===== config.mk =====
export PLATFORM = sky130hd
export DESIGN_NAME = lhp_device_flat
export DESIGN_NICKNAME = d
export VERILOG_FILES = /design/src/verilog/lhp_pkg.sv /design/src/verilog/lhp_if.sv /design/src/verilog/lhp_device.sv /design/src/verilog/lhp_sync.sv /design/src/flat_wrapper.sv
export SDC_FILE = /design/constraint.sdc
export NUM_CORES = 1
export LEC_CHECK = 0
export ABC_AREA = 0
export BUFFER_PORTS_ARGS = -buffer_cell sky130_fd_sc_hd__buf_2
export CAP_MARGIN = 20
export CORE_ASPECT_RATIO = 0.75
export CORE_MARGIN = 2
export CORE_UTILIZATION = 50
export DETAILED_ROUTE_END_ITERATION = 12
export GPL_TIMING_DRIVEN = 0
export PLACE_DENSITY = 0.85
export SETUP_SLACK_MARGIN = 0.02
export SLEW_MARGIN = 20
export SYNTH_ARGS = -nofsm -noshare
export SYNTH_HDL_FRONTEND = slang
export SYNTH_HIERARCHICAL = 1
export SYNTH_SLANG_ARGS = --single-unit

===== constraint.sdc =====
create_clock -name core_clk_in -period 2.2 [get_ports core_clk_in]
set_input_delay 0.44 -clock core_clk_in [delete_from_list [all_inputs] [get_ports core_clk_in]]
set_output_delay 0.44 -clock core_clk_in [all_outputs]
set_load 0.02 [all_outputs]

===== src/verilog/lhp_pkg.sv =====
package lhp_pkg;
   timeunit 1ns;
   timeprecision 1ps;
   localparam int CLK_HZ = 125_000_000;
   localparam int SEL_W = 7;
   localparam int SYNC_STAGES = 2;
   // Least alarm clear high time, in microseconds
   localparam int CLR_MIN_US = 1000;
   localparam int CLR_MIN_CYC = (CLR_MIN_US * (CLK_HZ / 1_000_000));
   localparam logic [SEL_W-1:0] SEL_NONE = 7'h00;
   typedef enum logic [1:0] {
      LHP_IDLE,
      LHP_RUN,
      LHP_WAIT,
      LHP_DONE
   } lhp_prog_t;
endpackage


===== src/verilog/lhp_if.sv =====
interface lhp_if;
   timeunit 1ns;
   timeprecision 1ps;
   logic remote_request;
   logic program_run;
   logic software_enable;
   logic alarm_clear;
   logic guide_light;
   logic analog_enable;
   logic program_abort;
   logic [lhp_pkg::SEL_W-1:0] program_select;
   logic ext_sync;
   logic main_power_request;
   logic ready;
   logic emission;
   logic internal_mode;
   logic fault;
   logic guide_light_st;
   logic analog_mode;
   logic request_ack;
   logic main_power;
   logic program_running;
   logic program_done;
   logic abnormal_end;
   logic program_sync;
   logic warning;
   modport device (
      input remote_request, program_run, software_enable, alarm_clear,
      input guide_light, analog_enable, program_abort, program_select,
      input ext_sync, main_power_request,
      output ready, emission, internal_mode, fault, guide_light_st,
      output analog_mode, request_ack, main_power, program_running,
      output program_done, abnormal_end, program_sync, warning
   );
   modport host (
      output remote_request, program_run, software_enable, alarm_clear,
      output guide_light, analog_enable, program_abort, program_select,
      output ext_sync, main_power_request,
      input ready, emission, internal_mode, fault, guide_light_st,
      input analog_mode, request_ack, main_power, program_running,
      input program_done, abnormal_end, program_sync, warning
   );
endinterface


===== src/verilog/lhp_device.sv =====
module lhp_device #(
   parameter int CLR_CYC = lhp_pkg::CLR_MIN_CYC
) (
   input wire logic core_clk_in, // System clock
   input wire logic reset_in, // Sync reset, high
   lhp_if.device port_if, // Hardwired port
   input wire logic fault_cond_in, // Internal abnormal condition
   input wire logic warning_cond_in, // Internal warning condition
   input wire logic emit_req_in, // Emission wanted by program/host
   input wire logic step_done_in, // Current program step finished
   input wire logic step_wait_in, // Current step waits for sync
   input wire logic step_sync_in, // Sync level the step drives
   input wire logic prog_last_in, // Current step is the last
   output logic [lhp_pkg::SEL_W-1:0] program_number_out, // Selected
   output logic setpoint_analog_out, // Use analog setpoint
   output logic host_control_out, // Host PC control permitted
   output logic alarm_out // Latched alarm
);
   timeunit 1ns;
   timeprecision 1ps;
   localparam int NIN = 9;
   localparam int CW = $clog2(CLR_CYC + 1);
   localparam logic [CW-1:0] CLR_LIM = CW'(CLR_CYC);

   logic [NIN-1:0] raw;
   logic [NIN-1:0] lvl;
   logic [NIN-1:0] rise;
   logic [NIN-1:0] fall;
   logic [lhp_pkg::SEL_W-1:0] sel_q;
   logic req;

   assign raw = {port_if.remote_request, port_if.program_run,
      port_if.software_enable, port_if.alarm_clear, port_if.guide_light,
      port_if.analog_enable, port_if.program_abort, port_if.ext_sync,
      port_if.main_power_request};

   lhp_sync #(.W(NIN)) u_sync (
      .core_clk_in(core_clk_in),
      .reset_in(reset_in),
      .d_in(raw),
      .q_out(lvl),
      .rise_out(rise),
      .fall_out(fall)
   );

   lhp_sync #(.W(lhp_pkg::SEL_W)) u_sel (
      .core_clk_in(core_clk_in),
      .reset_in(reset_in),
      .d_in(port_if.program_select),
      .q_out(sel_q),
      .rise_out(),
      .fall_out()
   );

   assign req = lvl[8];
   wire run_l = lvl[7] & req;
   wire run_r = rise[7] & req;
   wire run_f = fall[7];
   wire sw_en = lvl[6] & req;
   wire clr_l = lvl[5] & req;
   wire guide = lvl[4] & req;
   wire ana_en = lvl[3] & req;
   wire abort = lvl[2] & req;
   wire sync_l = lvl[1] & req;
   wire pwr_r = rise[0] & req;
   wire pwr_f = fall[0] & req;

   lhp_pkg::lhp_prog_t st, next_st;
   logic [lhp_pkg::SEL_W-1:0] prog_num, next_prog_num;
   logic [CW-1:0] clr_cnt, next_clr_cnt;
   logic clr_armed, next_clr_armed;
   logic alarm, next_alarm;
   logic abn, next_abn;
   logic pwr, next_pwr;
   logic ack, next_ack;
   logic ana, next_ana;
   logic host, next_host;
   logic ready, next_ready;
   logic emis, next_emis;
   logic gl, next_gl;
   logic flt, next_flt;
   logic wrn, next_wrn;
   logic running, next_running;
   logic done, next_done;
   logic psync, next_psync;
   logic clear_fire;

   always_comb begin
      next_clr_cnt = clr_cnt;
      next_clr_armed = clr_armed;
      clear_fire = 1'b0;
      // Clear counts from its rising edge; fires once CLR_CYC cycles are reached (1 ms by default)
      if (!clr_l) begin
         next_clr_cnt = '0;
         next_clr_armed = 1'b0;
      end else if (rise[5] && req) begin
         next_clr_cnt = CW'(1);
         next_clr_armed = 1'b1;
      end else if (clr_armed) begin
         if (clr_cnt >= CLR_LIM - CW'(1)) begin
            clear_fire = 1'b1;
            next_clr_armed = 1'b0;
         end else begin
            next_clr_cnt = clr_cnt + CW'(1);
         end
      end
   end

   always_comb begin
      next_st = st;
      next_prog_num = prog_num;
      next_abn = abn;
      next_done = done;
      next_alarm = alarm;
      next_psync = 1'b0;
      // Clears first so a same-cycle event still sets
      if (clear_fire) begin
         next_alarm = 1'b0;
         next_abn = 1'b0;
      end
      if (fault_cond_in) begin
         next_alarm = 1'b1;
      end
      if (!run_l) begin
         next_done = 1'b0;
      end
      case (st)
         lhp_pkg::LHP_IDLE: begin
            if (run_r) begin
               next_prog_num = sel_q;
               next_done = 1'b0;
               if (sel_q != lhp_pkg::SEL_NONE) begin
                  next_st = lhp_pkg::LHP_RUN;
               end
            end
         end
         lhp_pkg::LHP_RUN, lhp_pkg::LHP_WAIT: begin
            next_psync = step_sync_in;
            if (abort || alarm || !req) begin
               next_st = lhp_pkg::LHP_IDLE;
               next_abn = 1'b1;
            end else if (run_f || !run_l) begin
               next_st = lhp_pkg::LHP_IDLE;
            end else if (st == lhp_pkg::LHP_WAIT) begin
               if (sync_l) begin
                  next_st = lhp_pkg::LHP_RUN;
               end
            end else if (step_wait_in) begin
               next_st = lhp_pkg::LHP_WAIT;
            end else if (step_done_in && prog_last_in) begin
               next_st = lhp_pkg::LHP_DONE;
               next_done = 1'b1;
            end
         end
         lhp_pkg::LHP_DONE: begin
            if (!run_l) begin
               next_st = lhp_pkg::LHP_IDLE;
            end
         end
         default: next_st = lhp_pkg::LHP_IDLE;
      endcase
   end

   always_comb begin
      next_pwr = pwr;
      if (pwr_r) begin
         next_pwr = 1'b1;
      end else if (pwr_f) begin
         next_pwr = 1'b0;
      end
      next_ack = req;
      // Analog only in non-programming mode; host control does not gate analog
      next_ana = req && (sel_q == lhp_pkg::SEL_NONE) && ana_en
         && (st == lhp_pkg::LHP_IDLE);
      next_host = sw_en;
      next_ready = pwr && !alarm;
      next_emis = pwr && !alarm && emit_req_in;
      next_gl = guide;
      next_flt = alarm;
      next_wrn = warning_cond_in;
      next_running = (next_st == lhp_pkg::LHP_RUN)
         || (next_st == lhp_pkg::LHP_WAIT);
   end

   always_ff @(posedge core_clk_in) begin
      if (reset_in) begin
         st <= lhp_pkg::LHP_IDLE;
         prog_num <= '0;
         clr_cnt <= '0;
         clr_armed <= 1'b0;
         alarm <= 1'b0;
         abn <= 1'b0;
         pwr <= 1'b0;
         ack <= 1'b0;
         ana <= 1'b0;
         host <= 1'b0;
         ready <= 1'b0;
         emis <= 1'b0;
         gl <= 1'b0;
         flt <= 1'b0;
         wrn <= 1'b0;
         running <= 1'b0;
         done <= 1'b0;
         psync <= 1'b0;
      end else begin
         st <= next_st;
         prog_num <= next_prog_num;
         clr_cnt <= next_clr_cnt;
         clr_armed <= next_clr_armed;
         alarm <= next_alarm;
         abn <= next_abn;
         pwr <= next_pwr;
         ack <= next_ack;
         ana <= next_ana;
         host <= next_host;
         ready <= next_ready;
         emis <= next_emis;
         gl <= next_gl;
         flt <= next_flt;
         wrn <= next_wrn;
         running <= next_running;
         done <= next_done;
         psync <= next_psync;
      end
   end

   assign port_if.request_ack = ack;
   assign port_if.main_power = pwr;
   assign port_if.ready = ready;
   assign port_if.emission = emis;
   assign port_if.internal_mode = host;
   assign port_if.fault = flt;
   assign port_if.warning = wrn;
   assign port_if.guide_light_st = gl;
   assign port_if.analog_mode = ana;
   assign port_if.program_running = running;
   assign port_if.program_done = done;
   assign port_if.abnormal_end = abn;
   assign port_if.program_sync = psync;
   assign program_number_out = prog_num;
   assign setpoint_analog_out = ana;
   assign host_control_out = host;
   assign alarm_out = alarm;
endmodule


===== src/verilog/lhp_sync.sv =====
module lhp_sync #(
   parameter int W = 1
) (
   input wire logic core_clk_in, // System clock
   input wire logic reset_in, // Sync reset, high
   input wire logic [W-1:0] d_in, // Asynchronous levels
   output logic [W-1:0] q_out, // Synchronised levels
   output logic [W-1:0] rise_out, // One-cycle rising pulse
   output logic [W-1:0] fall_out // One-cycle falling pulse
);
   timeunit 1ns;
   timeprecision 1ps;
   logic [W-1:0] meta;
   logic [W-1:0] stage;
   logic [W-1:0] last;
   logic [W-1:0] next_meta;
   logic [W-1:0] next_stage;
   logic [W-1:0] next_last;

   always_comb begin
      next_meta = d_in;
      next_stage = meta;
      next_last = stage;
   end

   always_ff @(posedge core_clk_in) begin
      if (reset_in) begin
         meta <= '0;
         stage <= '0;
         last <= '0;
      end else begin
         meta <= next_meta;
         stage <= next_stage;
         last <= next_last;
      end
   end

   assign q_out = stage;
   // Edges from the second stage only, one pulse per transition
   assign rise_out = stage & ~last;
   assign fall_out = ~stage & last;
endmodule

===== src/flat_wrapper.sv =====
// flat-port wrapper written by rule: the top's interface ports become plain ports
module lhp_device_flat 
#(
   parameter int CLR_CYC = lhp_pkg::CLR_MIN_CYC
)
  (core_clk_in, reset_in, fault_cond_in, warning_cond_in, emit_req_in, step_done_in, step_wait_in, step_sync_in, prog_last_in, program_number_out, setpoint_analog_out, host_control_out, alarm_out, port_if_remote_request, port_if_program_run, port_if_software_enable, port_if_alarm_clear, port_if_guide_light, port_if_analog_enable, port_if_program_abort, port_if_program_select, port_if_ext_sync, port_if_main_power_request, port_if_ready, port_if_emission, port_if_internal_mode, port_if_fault, port_if_guide_light_st, port_if_analog_mode, port_if_request_ack, port_if_main_power, port_if_program_running, port_if_program_done, port_if_abnormal_end, port_if_program_sync, port_if_warning);
  lhp_if port_if_i ();
  input wire logic core_clk_in;
  input wire logic reset_in;
  input wire logic fault_cond_in;
  input wire logic warning_cond_in;
  input wire logic emit_req_in;
  input wire logic step_done_in;
  input wire logic step_wait_in;
  input wire logic step_sync_in;
  input wire logic prog_last_in;
  output logic [lhp_pkg::SEL_W-1:0] program_number_out;
  output logic setpoint_analog_out;
  output logic host_control_out;
  output logic alarm_out;
  input wire logic [$bits(port_if_i.remote_request)-1:0] port_if_remote_request;
  input wire logic [$bits(port_if_i.program_run)-1:0] port_if_program_run;
  input wire logic [$bits(port_if_i.software_enable)-1:0] port_if_software_enable;
  input wire logic [$bits(port_if_i.alarm_clear)-1:0] port_if_alarm_clear;
  input wire logic [$bits(port_if_i.guide_light)-1:0] port_if_guide_light;
  input wire logic [$bits(port_if_i.analog_enable)-1:0] port_if_analog_enable;
  input wire logic [$bits(port_if_i.program_abort)-1:0] port_if_program_abort;
  input wire logic [$bits(port_if_i.program_select)-1:0] port_if_program_select;
  input wire logic [$bits(port_if_i.ext_sync)-1:0] port_if_ext_sync;
  input wire logic [$bits(port_if_i.main_power_request)-1:0] port_if_main_power_request;
  output wire logic [$bits(port_if_i.ready)-1:0] port_if_ready;
  output wire logic [$bits(port_if_i.emission)-1:0] port_if_emission;
  output wire logic [$bits(port_if_i.internal_mode)-1:0] port_if_internal_mode;
  output wire logic [$bits(port_if_i.fault)-1:0] port_if_fault;
  output wire logic [$bits(port_if_i.guide_light_st)-1:0] port_if_guide_light_st;
  output wire logic [$bits(port_if_i.analog_mode)-1:0] port_if_analog_mode;
  output wire logic [$bits(port_if_i.request_ack)-1:0] port_if_request_ack;
  output wire logic [$bits(port_if_i.main_power)-1:0] port_if_main_power;
  output wire logic [$bits(port_if_i.program_running)-1:0] port_if_program_running;
  output wire logic [$bits(port_if_i.program_done)-1:0] port_if_program_done;
  output wire logic [$bits(port_if_i.abnormal_end)-1:0] port_if_abnormal_end;
  output wire logic [$bits(port_if_i.program_sync)-1:0] port_if_program_sync;
  output wire logic [$bits(port_if_i.warning)-1:0] port_if_warning;
  assign port_if_i.remote_request = port_if_remote_request;
  assign port_if_i.program_run = port_if_program_run;
  assign port_if_i.software_enable = port_if_software_enable;
  assign port_if_i.alarm_clear = port_if_alarm_clear;
  assign port_if_i.guide_light = port_if_guide_light;
  assign port_if_i.analog_enable = port_if_analog_enable;
  assign port_if_i.program_abort = port_if_program_abort;
  assign port_if_i.program_select = port_if_program_select;
  assign port_if_i.ext_sync = port_if_ext_sync;
  assign port_if_i.main_power_request = port_if_main_power_request;
  assign port_if_ready = port_if_i.ready;
  assign port_if_emission = port_if_i.emission;
  assign port_if_internal_mode = port_if_i.internal_mode;
  assign port_if_fault = port_if_i.fault;
  assign port_if_guide_light_st = port_if_i.guide_light_st;
  assign port_if_analog_mode = port_if_i.analog_mode;
  assign port_if_request_ack = port_if_i.request_ack;
  assign port_if_main_power = port_if_i.main_power;
  assign port_if_program_running = port_if_i.program_running;
  assign port_if_program_done = port_if_i.program_done;
  assign port_if_abnormal_end = port_if_i.abnormal_end;
  assign port_if_program_sync = port_if_i.program_sync;
  assign port_if_warning = port_if_i.warning;
  lhp_device #(.CLR_CYC(CLR_CYC)) u_core (.core_clk_in(core_clk_in), .reset_in(reset_in), .port_if(port_if_i), .fault_cond_in(fault_cond_in), .warning_cond_in(warning_cond_in), .emit_req_in(emit_req_in), .step_done_in(step_done_in), .step_wait_in(step_wait_in), .step_sync_in(step_sync_in), .prog_last_in(prog_last_in), .program_number_out(program_number_out), .setpoint_analog_out(setpoint_analog_out), .host_control_out(host_control_out), .alarm_out(alarm_out));
endmodule

======== After elaboration in Yosys (flattened, before gate mapping) ========
Index checks and enable logic that the tools add are counted.
storage, ports and cells
  register bits ........................... 81
  bits of input ports ..................... 25
  output and inout bits ................... 23
  logic and storage cells ................. 111
cells by class
  $add $sub $neg .......................... 1
  order comparisons ....................... 1
  equality and inequality tests ........... 6
  mux-type cells .......................... 35
  bitwise logic cells ..................... 17
  reduce and logical (&&, ||, !) cells .... 27
operators by type and width
  operator                 number
  $mux W1                  24
  $mux W2                  9
  $add A17 B1 Y17 const B  1
  $ge A17 B17 Y1 const B   1
  $and A8 B8 Y8            2
  $not A8 Y8               2
  $and A1 B1 Y1            10
  $logic_and A1 B1 Y1      7
  $logic_not A7 Y1         1
  $reduce_bool A7 Y1       1
  $eq A2 B2 Y1 const B     3
  $pmux W2 S3              1
  $reduce_and A2 Y1        3
  $reduce_bool A2 Y1       3
  $reduce_or A2 Y1         3
  $eq A2 B1 Y1 const B     2
  $logic_or A1 B1 Y1       4
  $logic_not A1 Y1         3
  $not A1 Y1               3
  $reduce_or A3 Y1         1
  $logic_not A2 Y1         1
  $ne A2 B1 Y1 const B     1
  $pmux W1 S2              1

======== Longest topological paths before layout ========
  word-level depth ........................ 9
  mapped depth ............................ 8
  mapped depth without buffers ............ 7

======== Hierarchy ========
The synthesis kept the hierarchy.
by module, submodules not included
  module                    times used  cells an instance  area an instance (µm²)  seq. area each (µm²)
  lhp_device                1           220                1909.3                  820.8
  lhp_sync (u_core.u_sync)  1           74                 862.1                   540.5
  lhp_sync (u_core.u_sel)   1           58                 711.9                   420.4

======== Least setup slack after synthesis ========
Ideal clock, no wire load.
  path kind ............................... register to register
  start ................................... register u_core.st[1]
  end ..................................... register u_core.running, in the netlist u_core/port_if.program_running
  setup time .............................. 71 ps
  arrival time ............................ 2030 ps
  required time ........................... 2129 ps
  path slack .............................. 100 ps
  stages on the path, launching flop included .. 8
  buffers on the path ..................... 0
  period minus slack after synthesis ...... 2100 ps
  path through ............................ dfxtp_1 > inv_1 > ha_1 > or4b_2 > o31ai_1 > o211ai_1 > a211oi_1 > o21bai_1
between the ends
  longest elaborated chain between the ends .. 8
  elaborated cells on any way between the ends .. 18
  those cells by class .................... eq/ne (5); mux (10); reduce/logical (3)
RTL lines
  item                                          line                                  text
  from (decl)                                   lhp_device.sv:68                      lhp_pkg::lhp_prog_t st, next_st;
  from (signal assigned)                        lhp_device.sv:187                     st <= lhp_pkg::LHP_IDLE;
  from (signal assigned)                        lhp_device.sv:206                     st <= next_st;
  $mux W2                                       lhp_device.sv:150                     end else if (step_done_in && prog_last_in) begin
  $mux W2                                       lhp_device.sv:148                     end else if (step_wait_in) begin
  $mux W2                                       lhp_device.sv:144                     end else if (st == lhp_pkg::LHP_WAIT) begin
  $mux W2                                       lhp_device.sv:142                     end else if (run_f || !run_l) begin
  $mux W2                                       lhp_device.sv:139                     if (abort || alarm || !req) begin
  $pmux W2 S3 (*)                               lhp_device.sv:127                     case (st)
  $eq A2 B1 Y1 or $eq A2 B2 Y1 (tied branches)  lhp_device.sv:181, lhp_device.sv:182
  $logic_or A1 B1 Y1 (*)                        lhp_device.sv:182                     || (next_st == lhp_pkg::LHP_WAIT);
  to (signal assigned)                          lhp_device.sv:221                     running <= next_running;
  to (decl)                                     lhp_device.sv:83                      logic running, next_running;
Mark *: on every way between the ends. The rest lies on a longest branch, timed or not.
A chain may end at the register's enable or synchronous reset.

======== Worst setup path in the final report ========
  start ................................... register u_core.st[0]
  end ..................................... register u_core.running, in the netlist u_core/port_if.program_running
Same word-level chain as after synthesis.

==> report_table.html <==
<table>
<tr><th>Metric</th><th>Value</th></tr>
<tr><th colspan="2">Run status</th></tr>
<tr><td>Run status</td><td>complete, no violations</td></tr>
<tr><th colspan="2">Global route</th></tr>
<tr><td>Met2 Usage GRT</td><td>0.3253</td></tr>
<tr><td>Wire length of the first global-routing pass</td><td>between 9000 and 10,000 um</td></tr>
<tr><td>Met1 track demand over resource</td><td>0.2237</td></tr>
<tr><td>Top Usage Layer GRT</td><td>met2</td></tr>
<tr><td>Number of antenna violations at the first check in global routing</td><td>0</td></tr>
<tr><td>Via count of the first global-routing pass</td><td>2,281</td></tr>
<tr><td>Total global-route track usage</td><td>0.1919</td></tr>
<tr><td>Met3 Resource Use GR</td><td>0.08200</td></tr>
<tr><td>Sum of overflow across all layers after global routing</td><td>0</td></tr>
<tr><td>Largest net degree at the start of global routing</td><td>14</td></tr>
<tr><th colspan="2">Route</th></tr>
<tr><td>Average via count per standard cell</td><td>5.269</td></tr>
<tr><td>Pre-Repair DR Iteration Count</td><td>5</td></tr>
<tr><td>DR vias</td><td>2,313</td></tr>
<tr><td>DRC violations left</td><td>0</td></tr>
<tr><td>WL/cell</td><td>13.17 um</td></tr>
<tr><td>Post-detailed-route count of antenna-violating nets</td><td>0</td></tr>
<tr><td>Wirelength, routed</td><td>approximately 5800 um</td></tr>
<tr><td>DRT iter0 DRCs</td><td>roughly 110</td></tr>
<tr><th colspan="2">Placement</th></tr>
<tr><td>Pre-CTS setup slack</td><td>-0.2043 ns</td></tr>
<tr><td>Number of buffers added on ports</td><td>47</td></tr>
<tr><td>Cell count after placement</td><td>424</td></tr>
<tr><td>Final weighted congestion in routability-driven placement</td><td>around 0.90</td></tr>
<tr><td>Detailed Place HPWL</td><td>4129 um</td></tr>
<tr><td>Cell area after placement</td><td>about 0.0033 mm2</td></tr>
<tr><th colspan="2">STA</th></tr>
<tr><td>Measured slew at the worst slew-check pin</td><td>between 0.5 and 0.6 ns</td></tr>
<tr><td>Final critical-path required period</td><td>approximately 2.1 ns</td></tr>
<tr><td>Setup ws final</td><td>between 0.1 and 0.15 ns</td></tr>
<tr><td>Final critical-path share of the clock period</td><td>0.9368</td></tr>
<tr><td>Unrepaired setup endpoints after global routing</td><td>no</td></tr>
<tr><td>Worst slew margin relative to its limit</td><td>0.6277</td></tr>
<tr><td>Final count of hold timing violations</td><td>0</td></tr>
<tr><td>Setup violation total in the final timing report</td><td>0</td></tr>
<tr><td>Clock tree skew after final layout</td><td>roughly 0.0063 ns</td></tr>
<tr><td>Slew Limit Fails</td><td>0</td></tr>
<tr><td>Maximum operating frequency</td><td>0.4852 GHz</td></tr>
<tr><td>Hold Worst Slack</td><td>between 0.2 and 0.3 ns</td></tr>
<tr><th colspan="2">Synth</th></tr>
<tr><td>Count of yosys warnings during synthesis</td><td>6</td></tr>
<tr><td>Synth Area per Inst</td><td>around 10 um2</td></tr>
<tr><td>Post-synthesis instance area</td><td>slightly below 0.003 mm2</td></tr>
<tr><td>Synthesized netlist cell count</td><td>~300</td></tr>
<tr><td>Nets in the synthesized netlist</td><td>between 300 and 400</td></tr>
<tr><th colspan="2">Clock network</th></tr>
<tr><td>Total number of clock tree sinks</td><td>76</td></tr>
<tr><td>Post-CTS repair timing setup buffer count</td><td>0</td></tr>
<tr><td>Clock latency on the worst-skew pair</td><td>~0.34 ns</td></tr>
<tr><td>Root buffer cell</td><td>sky130_fd_sc_hd__clkbuf_8</td></tr>
<tr><td>Number of levels the H-tree was split into</td><td>3</td></tr>
<tr><td>Number of buffers created by CTS</td><td>9</td></tr>
<tr><td>CTS clk-pin slew, worst paths</td><td>roughly 0.070 ns</td></tr>
<tr><td>Bufs on Longest Clock Path</td><td>2</td></tr>
<tr><td>CTS tree</td><td>built</td></tr>
<tr><th colspan="2">Min path</th></tr>
<tr><td>Depth of the worst hold-timing path</td><td>2</td></tr>
<tr><td>HP Class</td><td>input pin to flop</td></tr>
<tr><th colspan="2">Flow run</th></tr>
<tr><td>Max-cap check violation count</td><td>0</td></tr>
<tr><th colspan="2">Cells and area</th></tr>
<tr><td>FILL cells</td><td>roughly 500</td></tr>
<tr><td>Final cell count without fillers</td><td>439</td></tr>
<tr><td>Growth of design area from synthesis to finish</td><td>19.77%</td></tr>
<tr><td>Fraction of final layout cells with drive strength greater than 1</td><td>0.2770</td></tr>
<tr><td>Fin area</td><td>~0.0035 mm2</td></tr>
<tr><td>Net count of the finished layout</td><td>386</td></tr>
<tr><td>Number of inserted diodes</td><td>0</td></tr>
<tr><th colspan="2">Setup path</th></tr>
<tr><td>Worst EP arrival</td><td>2.27 ns</td></tr>
<tr><td>Worst Reg-to-Reg Cells</td><td>7</td></tr>
<tr><td>Crit path capture type</td><td>flop</td></tr>
<tr><td>Type of the worst setup path</td><td>flop to flop</td></tr>
<tr><td>Crit path max fanout</td><td>4</td></tr>
<tr><td>Data required time of the worst path</td><td>2.41 ns</td></tr>
<tr><td>Crit path launch type</td><td>flop</td></tr>
<tr><th colspan="2">Floorplanning</th></tr>
<tr><td>Initial core utilization</td><td>0.5126</td></tr>
<tr><td>Row Count</td><td>24</td></tr>
<tr><td>Vertical die dimension</td><td>~70 um</td></tr>
<tr><td>Die width</td><td>approximately 90 um</td></tr>
<tr><td>DIE AREA</td><td>0.006548 mm2</td></tr>
<tr><td>Std-Cell Core Area</td><td>between 0.005 and 0.006 mm2</td></tr>
<tr><td>Ports placed on the boundary</td><td>48</td></tr>
<tr><th colspan="2">Power and ir drop</th></tr>
<tr><td>Power density over the cells</td><td>between 700 and 800 mW/mm2</td></tr>
<tr><td>Design Power</td><td>2.542 mW</td></tr>
<tr><td>LEAKAGE</td><td>between 1 and 1.5 nW</td></tr>
<tr><td>VDD IR max</td><td>0.0005726 V</td></tr>
</table>
-- report_power, final --
| part | switching (mW) | internal [mW] | leakage, nW |
|---|---|---|---|
| Clock | 0.487 | 0.516 | 0.0873 |
| Sequential | 0.0146 | 1.41 | 0.621 |
| Combinational | 0.0562 | 0.0585 | 0.747 |
-- sequential cells by signal, indices dropped and copies added (netlist names), 2 cells and up --
name,count
u_core/u_sync/q_out,9
u_core/u_sync/last,3
u_core/clr_cnt,17
u_core/u_sync/meta,9
u_core/u_sel/q_out,7
u_core/program_number_out,7
u_core/st,2
u_core/u_sel/meta,7
-- through the flow --
stage	TNS (ns)	utilization
detailed placement	-0.2043	0.5703
CTS	0	0.6087
global placement	-0.1296	0.5703
finish	0	0.6139
floorplan	0	-
global route	0	0.6139
-- final cells by class --
cell class,count,area [um2],share of cell area
Buffer,14,91.34,0.02580
Clock buffer,9,123.9,0.03499
Clock inverter,6,66.31,0.01873
Inverter,2,7.507,0.002121
Multi-Input combinational cell,207,1395,0.3941
Sequential cell,76,1523,0.4302
Tap cell,78,97.59,0.02757
Timing Repair Buffer,47,235.2,0.06645
-- layer usage --
layer	part of all wire	wire (um)	vias up
met5	0	0	-
met4	0.0081	47	0
met3	0.058	334	8
met2	0.50	2917	57
met1	0.43	2483	1086
li1	-	-	1162
-- cell usage in the layout, fill, tap and decap left out, types with 2 or more instances in the layout --
master / n
sky130_fd_sc_hd__mux2i_1: 7
sky130_fd_sc_hd__buf_6: 4
sky130_fd_sc_hd__nor2b_1: 24
sky130_fd_sc_hd__nand3_1: 6
sky130_fd_sc_hd__clkbuf_1: 7
sky130_fd_sc_hd__xor2_1: 2
sky130_fd_sc_hd__o211ai_1: 6
sky130_fd_sc_hd__and2_1: 4
sky130_fd_sc_hd__or3_1: 7
sky130_fd_sc_hd__buf_2: 48
sky130_fd_sc_hd__o21ai_0: 9
sky130_fd_sc_hd__nand4b_1: 2
sky130_fd_sc_hd__nor2b_2: 14
sky130_fd_sc_hd__and2b_2: 6
sky130_fd_sc_hd__clkinvlp_4: 3
sky130_fd_sc_hd__a21oi_1: 16
sky130_fd_sc_hd__nor4_1: 3
sky130_fd_sc_hd__clkbuf_8: 9
sky130_fd_sc_hd__a31oi_1: 2
sky130_fd_sc_hd__a211oi_1: 3
sky130_fd_sc_hd__buf_4: 2
sky130_fd_sc_hd__o21a_1: 5
sky130_fd_sc_hd__inv_1: 2
sky130_fd_sc_hd__nand4_1: 4
sky130_fd_sc_hd__dfxtp_1: 75
sky130_fd_sc_hd__nor3_1: 5
sky130_fd_sc_hd__nor2_1: 22
sky130_fd_sc_hd__a22oi_1: 2
sky130_fd_sc_hd__nand2_1: 21
sky130_fd_sc_hd__and3_1: 4
sky130_fd_sc_hd__ha_1: 3
sky130_fd_sc_hd__or2_2: 2
sky130_fd_sc_hd__or4_1: 3
-- what timing repair did --
action | in CTS | in global routing
pin swaps | 1 | 1
hold buffers | 0 | 0
setup endpoints to repair | 3 | 2
resized for setup | 5 | 4
-- worst max-delay path, cell delays in order (launching register included) --
cell and delay [ns]:
sky130_fd_sc_hd__dfxtp_1 0.37, sky130_fd_sc_hd__inv_1 0.12, sky130_fd_sc_hd__ha_4 0.31, sky130_fd_sc_hd__or4b_4 0.48
sky130_fd_sc_hd__nor2_1 0.21, sky130_fd_sc_hd__o211a_1 0.22, sky130_fd_sc_hd__a211oi_1 0.05, sky130_fd_sc_hd__o21bai_1 0.18
-- worst paths after layout --
check                           slack [ns]              startpoint                              to
worst min-delay path                  0.30             emit_req_in         u_core/port_if.emission
worst max register to register        0.14            u_core/st[0]  u_core/port_if.program_running
worst max-delay path                  0.14            u_core/st[0]  u_core/port_if.program_running
worst min register to register        0.44  u_core/u_sync/q_out[6]         u_core/host_control_out
No activity file was read; power rests on OpenSTA's default activity.
